File: config.mk
export PLATFORM = sky130hd
export DESIGN_NAME = dbs_dram_flat
export DESIGN_NICKNAME = d
export VERILOG_FILES = /design/src/dbs_pkg.sv /design/src/dbs_if.sv /design/src/dbs_dram.sv /design/src/flat_wrapper.sv
export SDC_FILE = /design/constraint.sdc
export NUM_CORES = 1
export LEC_CHECK = 0
export BUFFER_PORTS_ARGS = -buffer_cell sky130_fd_sc_hd__buf_2
export CORE_MARGIN = 2
export CORE_UTILIZATION = 62
export CTS_CLUSTER_DIAMETER = 150
export DETAILED_ROUTE_END_ITERATION = 7
export GPL_TIMING_DRIVEN = 0
export MAX_ROUTING_LAYER = met4
export PLACE_DENSITY = 0.81
export SYNTH_ARGS = -nofsm -noshare
export SYNTH_HDL_FRONTEND = slang
export SYNTH_SLANG_ARGS = --single-unit
File: constraint.sdc
create_clock -name core_clk -period 3.9 [get_ports core_clk]
set_clock_uncertainty 0.1 [all_clocks]
set_input_delay 0.78 -clock core_clk [delete_from_list [all_inputs] [get_ports core_clk]]
set_output_delay 0.78 -clock core_clk [all_outputs]
set_load 0.01 [all_outputs]
File: src/dbs_pkg.sv
// dbs_pkg: shared timing constants, commands and state types
package dbs_pkg;

   // ******************************************************
   // clock and timing
   // ******************************************************
   localparam int NUM_BANKS = 4;
   localparam int CLK_PERIOD_NS = 50;
   localparam int PRECHARGE_TIME_NS = 15;
   localparam int ACTIVATE_TO_ACCESS_DELAY_NS = 15;
   localparam int REFRESH_CYCLE_TIME_NS = 105;
   localparam int MODE_SET_DELAY_CK = 2;
   localparam int WRITE_RECOVERY_TIME_NS = 15;
   localparam int WRITE_TO_READ_DELAY_NS = 10;
   localparam int SELF_REFRESH_EXIT_DELAY_NS = 200;
   localparam int COLUMN_ACCESS_LATENCY = 3;
   localparam int BURST_LENGTH = 4;
   localparam int WTR_MIN_CK = 2;

   typedef logic [4:0] dbs_cnt_t;

   // least time to whole cycles, never below one
   function automatic int dbs_ceil(input int ns);
      int c;
      c = (ns + CLK_PERIOD_NS - 1) / CLK_PERIOD_NS;
      return (c < 1) ? 1 : c;
   endfunction

   localparam int WTR_RAW = dbs_ceil(WRITE_TO_READ_DELAY_NS);
   localparam dbs_cnt_t PRE_CYC = dbs_cnt_t'(dbs_ceil(PRECHARGE_TIME_NS));
   localparam dbs_cnt_t ACT_CYC =
      dbs_cnt_t'(dbs_ceil(ACTIVATE_TO_ACCESS_DELAY_NS));
   localparam dbs_cnt_t RFC_CYC =
      dbs_cnt_t'(dbs_ceil(REFRESH_CYCLE_TIME_NS));
   localparam dbs_cnt_t MRD_CYC = dbs_cnt_t'(MODE_SET_DELAY_CK);
   localparam dbs_cnt_t WREC_CYC =
      dbs_cnt_t'(dbs_ceil(WRITE_RECOVERY_TIME_NS));
   localparam dbs_cnt_t SRX_CYC =
      dbs_cnt_t'(dbs_ceil(SELF_REFRESH_EXIT_DELAY_NS));
   localparam dbs_cnt_t WTR_CYC =
      dbs_cnt_t'((WTR_RAW > WTR_MIN_CK) ? WTR_RAW : WTR_MIN_CK);

   // ******************************************************
   // burst and spacing counts
   // ******************************************************
   localparam dbs_cnt_t BURST_CYC = dbs_cnt_t'(BURST_LENGTH / 2);
   localparam dbs_cnt_t RD_BURST_CYC =
      dbs_cnt_t'(COLUMN_ACCESS_LATENCY + BURST_LENGTH / 2);
   localparam dbs_cnt_t WR_BURST_CYC =
      dbs_cnt_t'(COLUMN_ACCESS_LATENCY - 1 + BURST_LENGTH / 2);
   localparam dbs_cnt_t WRAP_ACC_CYC = WR_BURST_CYC + WREC_CYC;
   localparam dbs_cnt_t WR_TO_RD_GAP = WR_BURST_CYC + WTR_CYC;
   localparam dbs_cnt_t RD_TO_WR_GAP = BURST_CYC + 5'h02;
   localparam dbs_cnt_t CNT_ZERO = 5'h00;

   // ******************************************************
   // commands and states
   // ******************************************************
   typedef enum logic [2:0] {
      CMD_NOP, CMD_ACT, CMD_RD, CMD_WR, CMD_PRE, CMD_PREA, CMD_REF, CMD_LM
   } dbs_cmd_e;

   typedef enum logic [2:0] {
      BK_IDLE, BK_ACTIVATING, BK_ACTIVE, BK_READ, BK_WRITE,
      BK_PRECHARGING, BK_RD_AP, BK_WR_AP
   } dbs_bank_e;

   typedef enum logic [2:0] {
      DV_NORMAL, DV_REFRESH, DV_MODE, DV_PREALL, DV_SR_EXIT
   } dbs_dev_e;

   typedef struct packed {
      dbs_bank_e st;
      logic pre;
      dbs_cnt_t cnt;
   } dbs_bank_s;

endpackage

File: src/dbs_if.sv
// dbs_if: command link between controller and memory device
`timescale 1ns/1ns
interface dbs_if;
   import dbs_pkg::*;
   logic cke;
   dbs_cmd_e cmd;
   logic [1:0] ba;
   logic ap;

   modport ctrl (output cke, output cmd, output ba, output ap);
   modport dram (input cke, input cmd, input ba, input ap);
endinterface

File: src/dbs_dram.sv
// dbs_dram: per-bank and whole-device state tracking on the memory side
`timescale 1ns/1ns
module dbs_dram
   import dbs_pkg::*;
(
   // clock and reset
   input wire logic core_clk,
   input wire logic rstn,
   // link
   dbs_if.dram link,
   // status
   output dbs_bank_e [NUM_BANKS-1:0] bank_state,
   output logic all_idle,
   output logic dev_busy,
   output logic violation
);

   typedef struct packed {
      dbs_bank_s [NUM_BANKS-1:0] bk;
      dbs_dev_e dv;
      dbs_cnt_t dcnt;
      logic cke_prev;
      logic viol;
      logic all_idle;
      logic busy;
   } dbs_dram_s;

   dbs_dram_s dram_reg;
   dbs_dram_s dram_next;

   // ******************************************************
   // next state
   // ******************************************************
   always_comb begin
      logic valid;
      logic allid;
      logic apbusy;
      logic [1:0] t;
      valid = 1'b0;
      allid = 1'b1;
      apbusy = 1'b0;
      t = link.ba;
      dram_next = dram_reg;
      dram_next.cke_prev = link.cke;
      for (int i = 0; i < NUM_BANKS; i++) begin
         if (dram_reg.bk[i].st != BK_IDLE) allid = 1'b0;
         if (dram_reg.bk[i].st inside {BK_ACTIVATING, BK_RD_AP, BK_WR_AP})
            apbusy = 1'b1;
      end
      // bank timers
      for (int i = 0; i < NUM_BANKS; i++) begin
         if (dram_reg.bk[i].cnt > 5'h01) begin
            dram_next.bk[i].cnt = dram_reg.bk[i].cnt - 5'h01;
         end else begin
            unique case (dram_reg.bk[i].st)
               BK_ACTIVATING: dram_next.bk[i].st = BK_ACTIVE;
               BK_PRECHARGING: dram_next.bk[i].st = BK_IDLE;
               BK_READ: dram_next.bk[i].st = BK_ACTIVE;
               BK_WRITE: dram_next.bk[i].st = BK_ACTIVE;
               BK_RD_AP, BK_WR_AP: begin
                  if (!dram_reg.bk[i].pre) begin
                     dram_next.bk[i].pre = 1'b1;
                     dram_next.bk[i].cnt = PRE_CYC;
                  end else begin
                     dram_next.bk[i].pre = 1'b0;
                     dram_next.bk[i].st = BK_IDLE;
                  end
               end
               BK_IDLE, BK_ACTIVE: begin
               end
            endcase
         end
      end
      // device-wide timer
      if (dram_reg.dv != DV_NORMAL) begin
         if (dram_reg.dcnt > 5'h01) begin
            dram_next.dcnt = dram_reg.dcnt - 5'h01;
         end else begin
            dram_next.dv = DV_NORMAL;
         end
      end
      if (!dram_reg.cke_prev && link.cke) begin
         dram_next.dv = DV_SR_EXIT;
         dram_next.dcnt = SRX_CYC;
      end
      if (dram_reg.cke_prev && link.cke) begin
         if (dram_reg.dv == DV_NORMAL) begin
            valid = 1'b1;
         end else if (link.cmd != CMD_NOP) begin
            dram_next.viol = 1'b1;
         end
      end
      // command decode
      if (valid) begin
         unique case (link.cmd)
            CMD_NOP: begin
            end
            CMD_ACT: begin
               if (dram_reg.bk[t].st == BK_IDLE) begin
                  dram_next.bk[t].st = BK_ACTIVATING;
                  dram_next.bk[t].cnt = ACT_CYC;
               end else begin
                  dram_next.viol = 1'b1;
               end
            end
            CMD_RD, CMD_WR: begin
               if (dram_reg.bk[t].st inside {BK_ACTIVE, BK_READ, BK_WRITE})
               begin
                  dram_next.bk[t].pre = 1'b0;
                  if (link.cmd == CMD_RD) begin
                     dram_next.bk[t].st = link.ap ? BK_RD_AP : BK_READ;
                     dram_next.bk[t].cnt = link.ap ? BURST_CYC
                                                   : RD_BURST_CYC;
                  end else begin
                     dram_next.bk[t].st = link.ap ? BK_WR_AP : BK_WRITE;
                     dram_next.bk[t].cnt = link.ap ? WRAP_ACC_CYC
                                                   : WR_BURST_CYC;
                  end
               end else begin
                  dram_next.viol = 1'b1;
               end
            end
            CMD_PRE: begin
               if (dram_reg.bk[t].st inside {BK_ACTIVATING, BK_RD_AP,
                                             BK_WR_AP}) begin
                  dram_next.viol = 1'b1;
               end else if (dram_reg.bk[t].st != BK_IDLE) begin
                  dram_next.bk[t].st = BK_PRECHARGING;
                  dram_next.bk[t].cnt = PRE_CYC;
               end
            end
            CMD_PREA: begin
               if (apbusy) begin
                  dram_next.viol = 1'b1;
               end else begin
                  dram_next.dv = DV_PREALL;
                  dram_next.dcnt = PRE_CYC;
                  for (int i = 0; i < NUM_BANKS; i++) begin
                     dram_next.bk[i].st = BK_PRECHARGING;
                     dram_next.bk[i].cnt = PRE_CYC;
                  end
               end
            end
            CMD_REF, CMD_LM: begin
               if (!allid) begin
                  dram_next.viol = 1'b1;
               end else if (link.cmd == CMD_REF) begin
                  dram_next.dv = DV_REFRESH;
                  dram_next.dcnt = RFC_CYC;
               end else begin
                  dram_next.dv = DV_MODE;
                  dram_next.dcnt = MRD_CYC;
               end
            end
         endcase
      end
      dram_next.busy = (dram_next.dv != DV_NORMAL);
      dram_next.all_idle = ~dram_next.busy;
      for (int i = 0; i < NUM_BANKS; i++) begin
         if (dram_next.bk[i].st != BK_IDLE) dram_next.all_idle = 1'b0;
      end
   end

   // ******************************************************
   // state register
   // ******************************************************
   always_ff @(posedge core_clk or negedge rstn) begin
      if (!rstn) begin
         dram_reg <= '0;
      end else begin
         dram_reg <= dram_next;
      end
   end

   // ******************************************************
   // outputs
   // ******************************************************
   genvar g;
   generate
      for (g = 0; g < NUM_BANKS; g++) begin : g_bank
         assign bank_state[g] = dram_reg.bk[g].st;
      end
   endgenerate
   assign all_idle = dram_reg.all_idle;
   assign dev_busy = dram_reg.busy;
   assign violation = dram_reg.viol;

endmodule

File: src/flat_wrapper.sv
// flat-port wrapper written by rule: the top's interface ports become plain ports
module dbs_dram_flat import dbs_pkg::*;
  (core_clk, rstn, bank_state, all_idle, dev_busy, violation, link_cke, link_cmd, link_ba, link_ap);
  dbs_if link_i ();
  input wire logic core_clk;
  input wire logic rstn;
  output dbs_bank_e [NUM_BANKS-1:0] bank_state;
  output logic all_idle;
  output logic dev_busy;
  output logic violation;
  input wire logic [$bits(link_i.cke)-1:0] link_cke;
  input wire logic [$bits(link_i.cmd)-1:0] link_cmd;
  input wire logic [$bits(link_i.ba)-1:0] link_ba;
  input wire logic [$bits(link_i.ap)-1:0] link_ap;
  assign link_i.cke = link_cke;
  assign link_i.cmd = link_cmd;
  assign link_i.ba = link_ba;
  assign link_i.ap = link_ap;
  dbs_dram u_core (.core_clk(core_clk), .rstn(rstn), .link(link_i), .bank_state(bank_state), .all_idle(all_idle), .dev_busy(dev_busy), .violation(violation));
endmodule
==> results.md, run 1 <==
- HPWL Detailed: 8890 um
- Root Driver: clkbuf_8
- Post-Place Cell Area: 0.00403 mm^2
- Final Hold Vio Count: 0
- Worst vdd ir: 478 uV
- Routed vias: 3,937
- Slew Viols, Final: 0
- Prevailing post-synth register cell: dfrtp_1
- Syn nets: 504
- Clock-pin slew on the worst setup and hold paths: 100 ps
- Routed wire length: 11,800 um
- Post-synthesis area per instance: 7.91 um^2
- Pleak: 1.72 nW
- Num CTS Buffers: 5
- RSZ-0062 raised after global routing: false
- Minimum clock period: 3790 ps
- Port Buffers: 21
- Register area share after synthesis: 31.3%
- Peak fanout along the critical path: 9
- Min-delay worst type: register to register
- Die width: 82.6 um
- Final Cycle Share: 97.2%
- Filler cell count in the final layout: 511
- Yosys cell types: 68
- Post-synthesis cell area: 0.00383 mm^2
- Hold buffer count at CTS: 0
- Number of global-route vias before repair: 3,596
- Post-synth EDFFs: 0
- Critical path required time: 3980 ps
- Site Rows: 28
- DR WL/cell: 20.0 um
- Post-CTS setup buffers: 0
- Std-Cell Core Area: 0.00596 mm^2
- FFs w/ async S/R, synth: 100%
- Yosys warns: 0
- H-tree Lvls: 2
- Die ar.: 0.00683 mm^2
- Finish-stage setup viols: 0
- DRT Pass-1 Iters: 6
- Post-Route Setup TNS: 0 ps
- CP Launch Type: input port
- # diodes: 0
- Final GP Congestion: 1.13
- Layout cells sized above 1: 11.1%
- Ranking of synthesized cells by area: dfrtp_1, nand2_1, nor2_1, a21oi_1, ha_1
- Final Instance Area: 0.00412 mm^2
- Clock Latency Late Sink: 310 ps
- Initial Utilization: 64.4%
- Outcome: completed
- Worst Max-Slew Pin Slew: 1120 ps
- Largest net degree at the start of global routing: 49
- Setup crit end kind: register
- CTS tree: built
- Kind of critical path: input port to register
- Tot Pwr: 3.11 mW
- DR vias/cell: 6.68
- Pwr Density: 755 mW/mm^2
- F_max: 264 MHz
- #FFs+latches synth: 48
- Layout area overhead: 7.41%
- Max reg flops: 33
- Iteration-0 DRC count of the detailed router: 633
- Clk buf depth: 2
- Mapped Cells: 485
- Global-route wire length before repair: 18,400 um
- Relative slew slack: 25.2%
- Critical path arrival: 3870 ps
- Clk sinks: 48
- Yosys top cell area share: 31.3%
- # DRC: 0
- Die Y: 82.6 um
- Largest area contributor in the netlist: dfrtp_1
- CTS resizes: 0
- Gr usage total: 37.2%
- # IOs: 24
- Grt ovf: 0
- Number of antenna violations at the first check in global routing: 0
- Max-cap violations: 0
- Post-route ant nets: 0
- Nets: 532
==> final timing paths <==
| check | slack (ps) | startpoint | cells past startpoint | to |
|---|---|---|---|---|
| max in group asynchronous | 2440 | rstn | 1 | u_core.bank_state[9] |
| worst max register to register | 280 | u_core.bank_state[7] | 8 | u_core.all_idle |
| min in group asynchronous | 580 | rstn | 1 | u_core.dram_reg[8] |
| worst min-delay path | 410 | u_core.dram_reg[11] | 2 | u_core.dram_reg[11] |
| worst min register to register | 410 | u_core.dram_reg[11] | 2 | u_core.dram_reg[11] |
| worst max-delay path | 110 | link_ba[1] | 8 | u_core.all_idle |
==> where the power goes <==
| group | switching [mW] | internal [mW] |
|---|---|---|
| clock network | 0.180 | 0.129 |
| registers | 0.228 | 0.704 |
| logic | 1.09 | 0.783 |
| total | 1.50 | 1.62 |
==> cells in the mapped netlist (2+ instances only) <==
cell type  number
nor2b_1        14
xor2_1          8
o21ai_1         5
a21boi_0        5
xnor2_1        10
o2bb2ai_1       2
a2bb2oi_1       3
clkbuf_1       18
and4_1          3
mux4_2          4
ha_1           10
a21oi_1        32
o31a_1          2
buf_4          12
nand2_1        58
nand2b_1       14
and2_1          5
a211oi_1        2
and3_1          6
or4_1           3
o22a_1          3
o31ai_1         2
a32oi_1         2
or3_1           5
o211ai_1        3
inv_1          15
or2_2           3
nand4_1         7
nor3_2          2
o22ai_1         9
dfrtp_1        48
nor3b_1         3
nand3_1        10
mux2i_1         4
nor3_1         15
a221oi_1        2
o21a_1          7
nor4_1          6
a31oi_1        14
o21bai_1        2
o21ai_0        25
nor2_1         56
==> logic make-up (layout without fill, tap and decap cells) <==
logic type | after synthesis | in the layout | share of synthesized area, %
and+or+nand+nor | 215 | 215 | 28.0
DFF | 48 | 48 | 31.3
adders and majority gates | 10 | 10 | 3.26
AOI/OAI and AO/OA | 138 | 138 | 23.7
muxes | 9 | 9 | 3.69
buffers and inverters | 47 | 76 | 6.00
xor gates and xnor gates | 18 | 18 | 4.11
==> worst max-delay path, stage by stage <==
cell and delay (ps):
clkbuf_1 380, mux4_2 500, or3b_4 470, a21boi_1 600
a21oi_1 140, o22a_1 290, or2_2 300, nor4_2 400
==> metrics by stage <==
step | utilization [%] | worst slack [ps] | hold WS (ps) | instances
3_3_place_gp | 67.7 | -52.4 | 373 | 581
5_1_grt | 69.2 | 8.68 | 446 | 589
6_report | 69.2 | 111 | 409 | 589
2_1_floorplan | - | 533 | 351 | 485
3_5_place_dp | 67.7 | -44.9 | 393 | 581
4_1_cts | 69.2 | 242 | 415 | 589
==> per-layer routing <==
layer  share of wire, %  vias up  GRT usage (%)
li1                   -     1799              -
met1                 40     1821           48.7
met2                 44      265           56.7
met3                 11       52           7.07
met4                4.3        0           15.7
met5                  0        -              -
==> cell type report <==
class	instances	area (um^2)	share of cell area [%]
plain buffers	32	174	4.22
clock buffers	7	76.3	1.85
clock inverters	1	8.76	0.213
inverters	15	56.3	1.37
multi-input cells	390	2400	58.4
flip-flops and latches	48	1200	29.2
well taps	75	93.8	2.28
repair buffers	21	105	2.55
==> cells in the final DEF, fill, tap and decap left out, types with 15 or more instances in the layout <==
cell       n
nor3_1    15
dfrtp_1   48
buf_2     22
a21oi_1   32
o21ai_0   24
clkbuf_1  20
inv_1     15
nor2_1    56
nand2_1   58
Note: power is estimated with default switching activity, not from simulation.
==> run 2, diff against run 1 <==
--- a/config.mk
+++ b/config.mk
@@ -5,6 +5,7 @@
 export SDC_FILE = /design/constraint.sdc
 export NUM_CORES = 1
 export LEC_CHECK = 0
+export ABC_AREA = 1
 export BUFFER_PORTS_ARGS = -buffer_cell sky130_fd_sc_hd__buf_2
 export CORE_MARGIN = 2
 export CORE_UTILIZATION = 62
==> results.md, run 2 <==
- Std-Cell Core Area: 0.00639 mm^2 (was 0.00596 mm^2)
- CP Launch Type: input port (unchanged)
- Post-route setup slack: 1080 ps (was 111 ps)
- Largest net degree at the start of global routing: 49 (unchanged)
- Iteration-0 DRC count of the detailed router: 393 (was 633)
- Num CTS Buffers: 5 (unchanged)
- Initial Utilization: 64.8% (was 64.4%)
- Nets: 684 (was 532)
- Min-delay worst type: register to register (unchanged)
- Max-cap violations: 0 (unchanged)
- Site Rows: 29 (was 28)
- # IOs: 24 (unchanged)
- Worst R2R Setup Slack: 1280 ps (was 280 ps)
- Global-route wire length before repair: 18,400 um (about the same)
- Pleak: 2.43 nW (was 1.72 nW)
- # diodes: 0 (unchanged)
- DR WL/cell: 15.0 um (was 20.0 um)
- FF+latch area: 0.00120 mm^2 (unchanged)
- Die Y: 85.7 um (was 82.6 um)
- Kind of critical path: input port to register (unchanged)
- Post-CTS setup buffers: 0 (unchanged)
- Worst vdd ir: 532 uV (was 478 uV)
- Post-synthesis area per instance: 6.50 um^2 (was 7.91 um^2)
- Yosys top cell area share: 29.0% (was 31.3%)
- H-tree Lvls: 2 (unchanged)
- Critical path arrival: 2900 ps (was 3870 ps)
- Slew Viols, Final: 0 (unchanged)
- Clk buf depth: 2 (unchanged)
- Grt ovf: 0 (unchanged)
- DR vias/cell: 5.84 (was 6.68)
- Critical path required time: 3970 ps (was 3980 ps)
- Port Buffers: 21 (unchanged)
- F_max: 354 MHz (was 264 MHz)
- Layout cells sized above 1: 13.5% (was 11.1%)
- Finish-stage setup viols: 0 (unchanged)
- GR Util met1: 45.3% (was 48.7%)
- Die width: 85.7 um (was 82.6 um)
- Most common cell in the synthesized netlist: nand2_1 (unchanged)
- Top Usage Layer GRT: met2 (unchanged)
- Post-route ant nets: 0 (unchanged)
- Clk sinks: 48 (unchanged)
- Prevailing post-synth register cell: dfrtp_1 (unchanged)
- #FFs+latches synth: 48 (unchanged)
- Final core occ: 69.5% (was 69.2%)
- # DRC: 0 (unchanged)
- DRT Pass-1 Iters: 6 (unchanged)
- Minimum clock period: 2820 ps (was 3790 ps)
- Hold buffer count at CTS: 0 (unchanged)
- Commonest non-fill, non-tap cell in the layout: nand2_1 (unchanged)
- CTS tree: built (unchanged)
- Die ar.: 0.00734 mm^2 (was 0.00683 mm^2)
- Syn nets: 656 (was 504)
- Critical path's top delay family: simple AND/OR/NAND/NOR gates (unchanged)
- Yosys cell types: 45 (was 68)
- Register area share after synthesis: 29.0% (was 31.3%)
- Root Driver: clkbuf_8 (unchanged)
- Cell Chain, Critical Path: buf_2, nor2_2, inv_2, clkbuf_1, nor2_1, inv_1, o211ai_1, o21ai_0 (was clkbuf_1, mux4_2, or3b_4, a21boi_1, a21oi_1, o22a_1, or2_2, nor4_2)
- Relative slew slack: 28.5% (was 25.2%)
- Ranking of synthesized cells by area: dfrtp_1, nand2_1, nand3_1, inv_1, nor2_1 (was dfrtp_1, nand2_1, nor2_1, a21oi_1, ha_1)
- CP max-delay cell: nor2_1 (was a21boi_1)
- Filler cell count in the final layout: 592 (was 511)
- Peak fanout along the critical path: 10 (was 9)
- Layout area overhead: 7.23% (was 7.41%)
- Met2 GRT Util: 49.6% (was 56.7%)
- Post-synth EDFFs: 0 (unchanged)
- Post-synthesis cell area: 0.00414 mm^2 (was 0.00383 mm^2)
- RSZ-0062 raised after global routing: false (unchanged)
- Largest area contributor in the netlist: dfrtp_1 (unchanged)
- Multi-input logic area: 0.00240 mm^2 (about the same)
- HPWL Detailed: 8420 um (was 8890 um)
- Number of global-route vias before repair: 3,921 (was 3,596)
- Pre-CTS setup slack: 808 ps (was -44.9 ps)
- Final Cycle Share: 72.4% (was 97.2%)
- Mapped Cells: 637 (was 485)
- Worst Max-Slew Pin Slew: 1070 ps (was 1120 ps)
- WP buf/inv: 4 (was 1)
- Gr usage total: 32.7% (was 37.2%)
- Number of antenna violations at the first check in global routing: 0 (unchanged)
- Post-Route Setup TNS: 0 ps (unchanged)
- CP peak stage delay: 680 ps (was 600 ps)
- FFs w/ async S/R, synth: 100% (unchanged)
- CTS resizes: 0 (unchanged)
- Met3 GRT Util: 4.72% (was 7.07%)
- Setup crit end kind: register (unchanged)
- Routed wire length: 11,100 um (was 11,800 um)
- Max reg flops: 33 (unchanged)
- Most frequent cells in the layout: nand2_1, inv_1, nand3_1 (was nand2_1, nor2_1, dfrtp_1)
- Clock Latency Late Sink: 310 ps (about the same)
- Post-synth top cells: nand2_1, inv_1, nand3_1, nor2_1, dfrtp_1 (was nand2_1, nor2_1, dfrtp_1, a21oi_1, o21ai_0)
- Routed vias: 4,342 (was 3,937)
- Pwr Density: 697 mW/mm^2 (was 755 mW/mm^2)
- Final GP Congestion: 0.985 (was 1.13)
- Yosys warns: 0 (unchanged)
- Clock-pin slew on the worst setup and hold paths: 90 ps (was 100 ps)
- Final Hold Vio Count: 0 (unchanged)
- Outcome: completed (unchanged)
## run 2: cell count changes after synthesis, sizes merged, moves of 13 or more
cell / previous run / this run
nor2: 56 / 69
nand3: 10 / 68
clkbuf: 18 / 3
o21ai: 30 / 43
nand2: 58 / 191
nand2b: 14 / 0
nor2b: 14 / 0
inv: 15 / 91
## run 2: path summary, 6_finish.rpt
kind / from / end / cells after the start
max in group asynchronous: rstn / u_core.dram_reg[44] / 1
worst min-delay path: u_core.dram_reg[42] / u_core.dram_reg[42] / 1
worst max-delay path: link_cmd[2] / u_core.dram_reg[12] / 8
worst max register to register: u_core.dram_reg[10] / u_core.dram_reg[12] / 8
worst min register to register: u_core.dram_reg[42] / u_core.dram_reg[42] / 1
min in group asynchronous: rstn / u_core.dram_reg[25] / 1
## run 2: area by class of cell
class | instances | area share, %
Clock inverter | 2 | 0.338
Sequential cell | 48 | 27.1
Tap cell | 77 | 2.17
Multi-Input combinational cell | 473 | 54.1
Clock buffer | 6 | 1.86
Timing Repair Buffer | 21 | 2.37
Buffer | 24 | 4.31
Inverter | 92 | 7.81
## run 2: routing by layer
layer / share of wire, % / vias up
li1: - / 2116
met1: 43 / 1985
met2: 45 / 207
met3: 9.0 / 34
met4: 2.6 / 0
met5: 0 / -
## run 2: logic make-up after synthesis
family | share of synthesized area [%]
and+or+nand+nor | 38.4
buffers and inverters | 13.0
AOI/OAI and AO/OA | 14.4
DFF | 29.0
xor gates and xnor gates | 2.12
adders and majority gates | 3.02
## run 2: through the flow
step / area [um^2] / std cells / total power, mW / hold WS, ps
2_1_floorplan: 4140 / 637 / 2.30 / 370
3_3_place_gp: 4340 / 735 / 2.68 / 389
3_5_place_dp: 4340 / 735 / 2.75 / 397
4_1_cts: 4440 / 743 / 3.08 / 414
5_1_grt: 4440 / 743 / 3.38 / 429
6_report: 4440 / 743 / 3.09 / 412
## run 2: power breakdown
part           total (mW)  switching, mW  internal, mW
sequential          0.938          0.222         0.716
clock               0.326          0.182         0.144
combinational        1.83           1.12         0.707
total                3.09           1.53          1.57
==> run 3, diff against run 2 <==
--- a/config.mk
+++ b/config.mk
@@ -5,7 +5,7 @@
 export SDC_FILE = /design/constraint.sdc
 export NUM_CORES = 1
 export LEC_CHECK = 0
-export ABC_AREA = 1
+export ABC_AREA = 0
 export BUFFER_PORTS_ARGS = -buffer_cell sky130_fd_sc_hd__buf_2
 export CORE_MARGIN = 2
 export CORE_UTILIZATION = 62
==> constraint.sdc (replaced) <==
create_clock -name core_clk -period 2.7 [get_ports core_clk]
set_clock_uncertainty 0.1 [all_clocks]
set_input_delay 0.54 -clock core_clk [delete_from_list [all_inputs] [get_ports core_clk]]
set_output_delay 0.54 -clock core_clk [all_outputs]
set_load 0.01 [all_outputs]
==> results.md, run 3 (same netlist as run 1, synthesis figures left out) <==
- Outcome: complete, but fails checks (was completed)
- Failing checks: negative setup slack
- Final Hold Vio Count: 0 (unchanged)
- Die Y: 82.6 um (was 85.7 um)
- Iteration-0 DRC count of the detailed router: 470 (was 393)
- WP buf/inv: 0 (was 4)
- Cell Chain, Critical Path: nand2_1, and4_1, and4_2, nand2_2, nand4_1, or3_4, or4_4, nor4_4 (was buf_2, nor2_2, inv_2, clkbuf_1, nor2_1, inv_1, o211ai_1, o21ai_0)
- Gr usage total: 38.8% (was 32.7%)
- Global-route wire length before repair: 18,900 um (was 18,400 um)
- Slew Viols, Final: 0 (unchanged)
- Clock-pin slew on the worst setup and hold paths: 90 ps (about the same)
- Pwr Density: 1110 mW/mm^2 (was 697 mW/mm^2)
- Most frequent cells in the layout: nand2_1, nor2_1, dfrtp_1 (was nand2_1, inv_1, nand3_1)
- Comb pwr share: 60.2% (was 59.2%)
- Final core occ: 74.6% (was 69.5%)
- Post-Route Setup TNS: -484 ps (was 0 ps)
- Clock Latency Late Sink: 310 ps (about the same)
- Hold Path End: u_core.dram_reg[3] (was u_core.dram_reg[42])
- Worst Max-Slew Pin Slew: 1180 ps (was 1070 ps)
- CTS tree: built (unchanged)
- Routed vias: 4,128 (was 4,342)
- Sequential share of power: 29.2% (was 30.3%)
- Layout area overhead: 15.9% (was 7.23%)
- Filler cell count in the final layout: 494 (was 592)
- Nets: 542 (was 684)
- CP Launch Type: register (was input port)
- Internal: 2.62 mW (was 1.57 mW)
- # diodes: 0 (unchanged)
- Met3 GRT Util: 5.98% (was 4.72%)
- Layout cells sized above 1: 21.8% (was 13.5%)
- Worst R2R Setup Slack: -480 ps (was 1280 ps)
- DR vias/cell: 6.89 (was 5.84)
- # DRC: 0 (unchanged)
- Setup crit end kind: register (unchanged)
- DR WL/cell: 20.9 um (was 15.0 um)
- Site Rows: 28 (was 29)
- Finish-stage setup viols: 1 (was 0)
- # IOs: 24 (unchanged)
- Number of antenna violations at the first check in global routing: 0 (unchanged)
- H-tree Lvls: 2 (unchanged)
- Crit Reg-Reg Startpoint: u_core.bank_state[8] (was u_core.dram_reg[10])
- Critical path arrival: 3300 ps (was 2900 ps)
- Clk sinks: 48 (unchanged)
- Switching Fraction: 46.9% (was 49.4%)
- Top Usage Layer GRT: met2 (unchanged)
- Max-cap violations: 0 (unchanged)
- CP max-delay cell: dfrtp_1 (was nor2_1)
- Critical path required time: 2810 ps (was 3970 ps)
- Critical path's top delay family: simple AND/OR/NAND/NOR gates (unchanged)
- Hold_sp: link_cke (was u_core.dram_reg[42])
- Num CTS Buffers: 5 (unchanged)
- Kind of critical path: register to register (was input port to register)
- F_max: 314 MHz
- Final GP Congestion: 1.02 (was 0.985)
- Minimum clock period: 3180 ps
- Hold Path Depth: 1 (unchanged)
- Final Cycle Share: 118%
- Pleak: 1.87 nW (was 2.43 nW)
- Port Buffers: 21 (unchanged)
- GR Util met1: 48.6% (was 45.3%)
- Std-Cell Core Area: 0.00596 mm^2 (was 0.00639 mm^2)
- Met2 GRT Util: 63.0% (was 49.6%)
- Commonest non-fill, non-tap cell in the layout: nand2_1 (unchanged)
- Die width: 82.6 um (was 85.7 um)
- DRT Pass-1 Iters: 7 (was 6)
- Root Driver: clkbuf_8 (unchanged)
- Peak fanout along the critical path: 10 (unchanged)
- Initial Utilization: 64.4% (was 64.8%)
- Max reg flops: 33 (unchanged)
- Routed wire length: 12,500 um (was 11,100 um)
- Min-delay worst type: input port to register (was register to register)
- Pre-CTS setup slack: -727 ps (was 808 ps)
- Clock power share: 10.6% (was 10.5%)
- Tot Pwr: 4.93 mW (was 3.09 mW)
- Largest net degree at the start of global routing: 49 (unchanged)
- HPWL Detailed: 9200 um (was 8420 um)
- Post-route ant nets: 0 (unchanged)
- Reg2reg end: u_core.all_idle (was u_core.dram_reg[12])
- Post-route setup slack: -484 ps (was 1080 ps)
- Die ar.: 0.00683 mm^2 (was 0.00734 mm^2)
- Grt ovf: 0 (unchanged)
- RSZ-0062 raised after global routing: true (was false)
- Relative slew slack: 21.2% (was 28.5%)
- Clk buf depth: 2 (unchanged)
- P_sw: 2.31 mW (was 1.53 mW)
- Reg2reg path depth: 8 (unchanged)
- Number of global-route vias before repair: 3,688 (was 3,921)
- CP peak stage delay: 610 ps (was 680 ps)
- Worst vdd ir: 723 uV (was 532 uV)
run 3: cell types whose count changed in the layout (fill, tap and decap cells not counted), moves of 16 or more:
cell and delta:
buf_4 +16, o21ai_0 -16, nand3_1 -54, inv_1 -69, nand2_1 -122
run 3: power by group through the flow:
stage                     clock [mW]  combinational (mW)  sequential [mW]
final                          0.524                2.97             1.44
after global placement             0                2.56             1.33
after floorplan                    0                2.04             1.26
after CTS                      0.527                2.76             1.41
after detailed placement           0                2.66             1.36
after global routing           0.555                3.23             1.47
run 3: worst max path at each step:
stage / from / to / slack (ps) / cells past startpoint
2_1_floorplan: link_ba[0] / u_core.all_idle / -340 / 9
3_3_place_gp: u_core.bank_state[4] / u_core.all_idle / -750 / 9
3_5_place_dp: u_core.bank_state[4] / u_core.all_idle / -730 / 9
4_1_cts: u_core.bank_state[10] / u_core.all_idle / -380 / 9
5_1_grt: u_core.dram_reg[11] / u_core.all_idle / -520 / 9
6_report: u_core.bank_state[8] / u_core.all_idle / -480 / 8
run 3: worst reg2reg max path, delay by kind of cell, from the launching register on:
| family | cells | cell delay [ps] |
|---|---|---|
| AND/OR/NAND/NOR | 8 | 2390 |
| flip-flops | 1 | 610 |
run 3: layout make-up:
class / count / area [um^2] / share of cell area, %
clock inverter: 2 / 35.0 / 0.789
timing repair buffer: 38 / 236 / 5.32
multi-input combinational: 390 / 2570 / 57.8
sequential: 48 / 1210 / 27.2
inverter: 15 / 56.3 / 1.27
buffer: 25 / 171 / 3.86
clock buffer: 6 / 72.6 / 1.63
tap: 75 / 93.8 / 2.11
run 3: layer usage:
metal,vias to the layer above,share of wire [%],routed length [um]
li1,1828,-,-
met1,1934,38,4750
met2,295,47,5920
met3,71,10,1290
met4,0,4.5,565
met5,-,0,0
run 3: timing repair:
item                                    CTS  global route
setup buffers                            12             5
endpoints found under the setup margin   18            21
pin swaps                                 9            10
hold buffers                              0             0
resized for setup                        25            26
hold endpoints to repair                  0             0
run 3: metrics by stage:
step | instance area (um^2) | std cells | hold WS [ps]
after global placement | 4060 | 581 | 371
after CTS | 4310 | 594 | 269
after floorplan | 3860 | 485 | 144
after detailed placement | 4060 | 581 | 402
final | 4440 | 599 | 272
after global routing | 4440 | 599 | 277
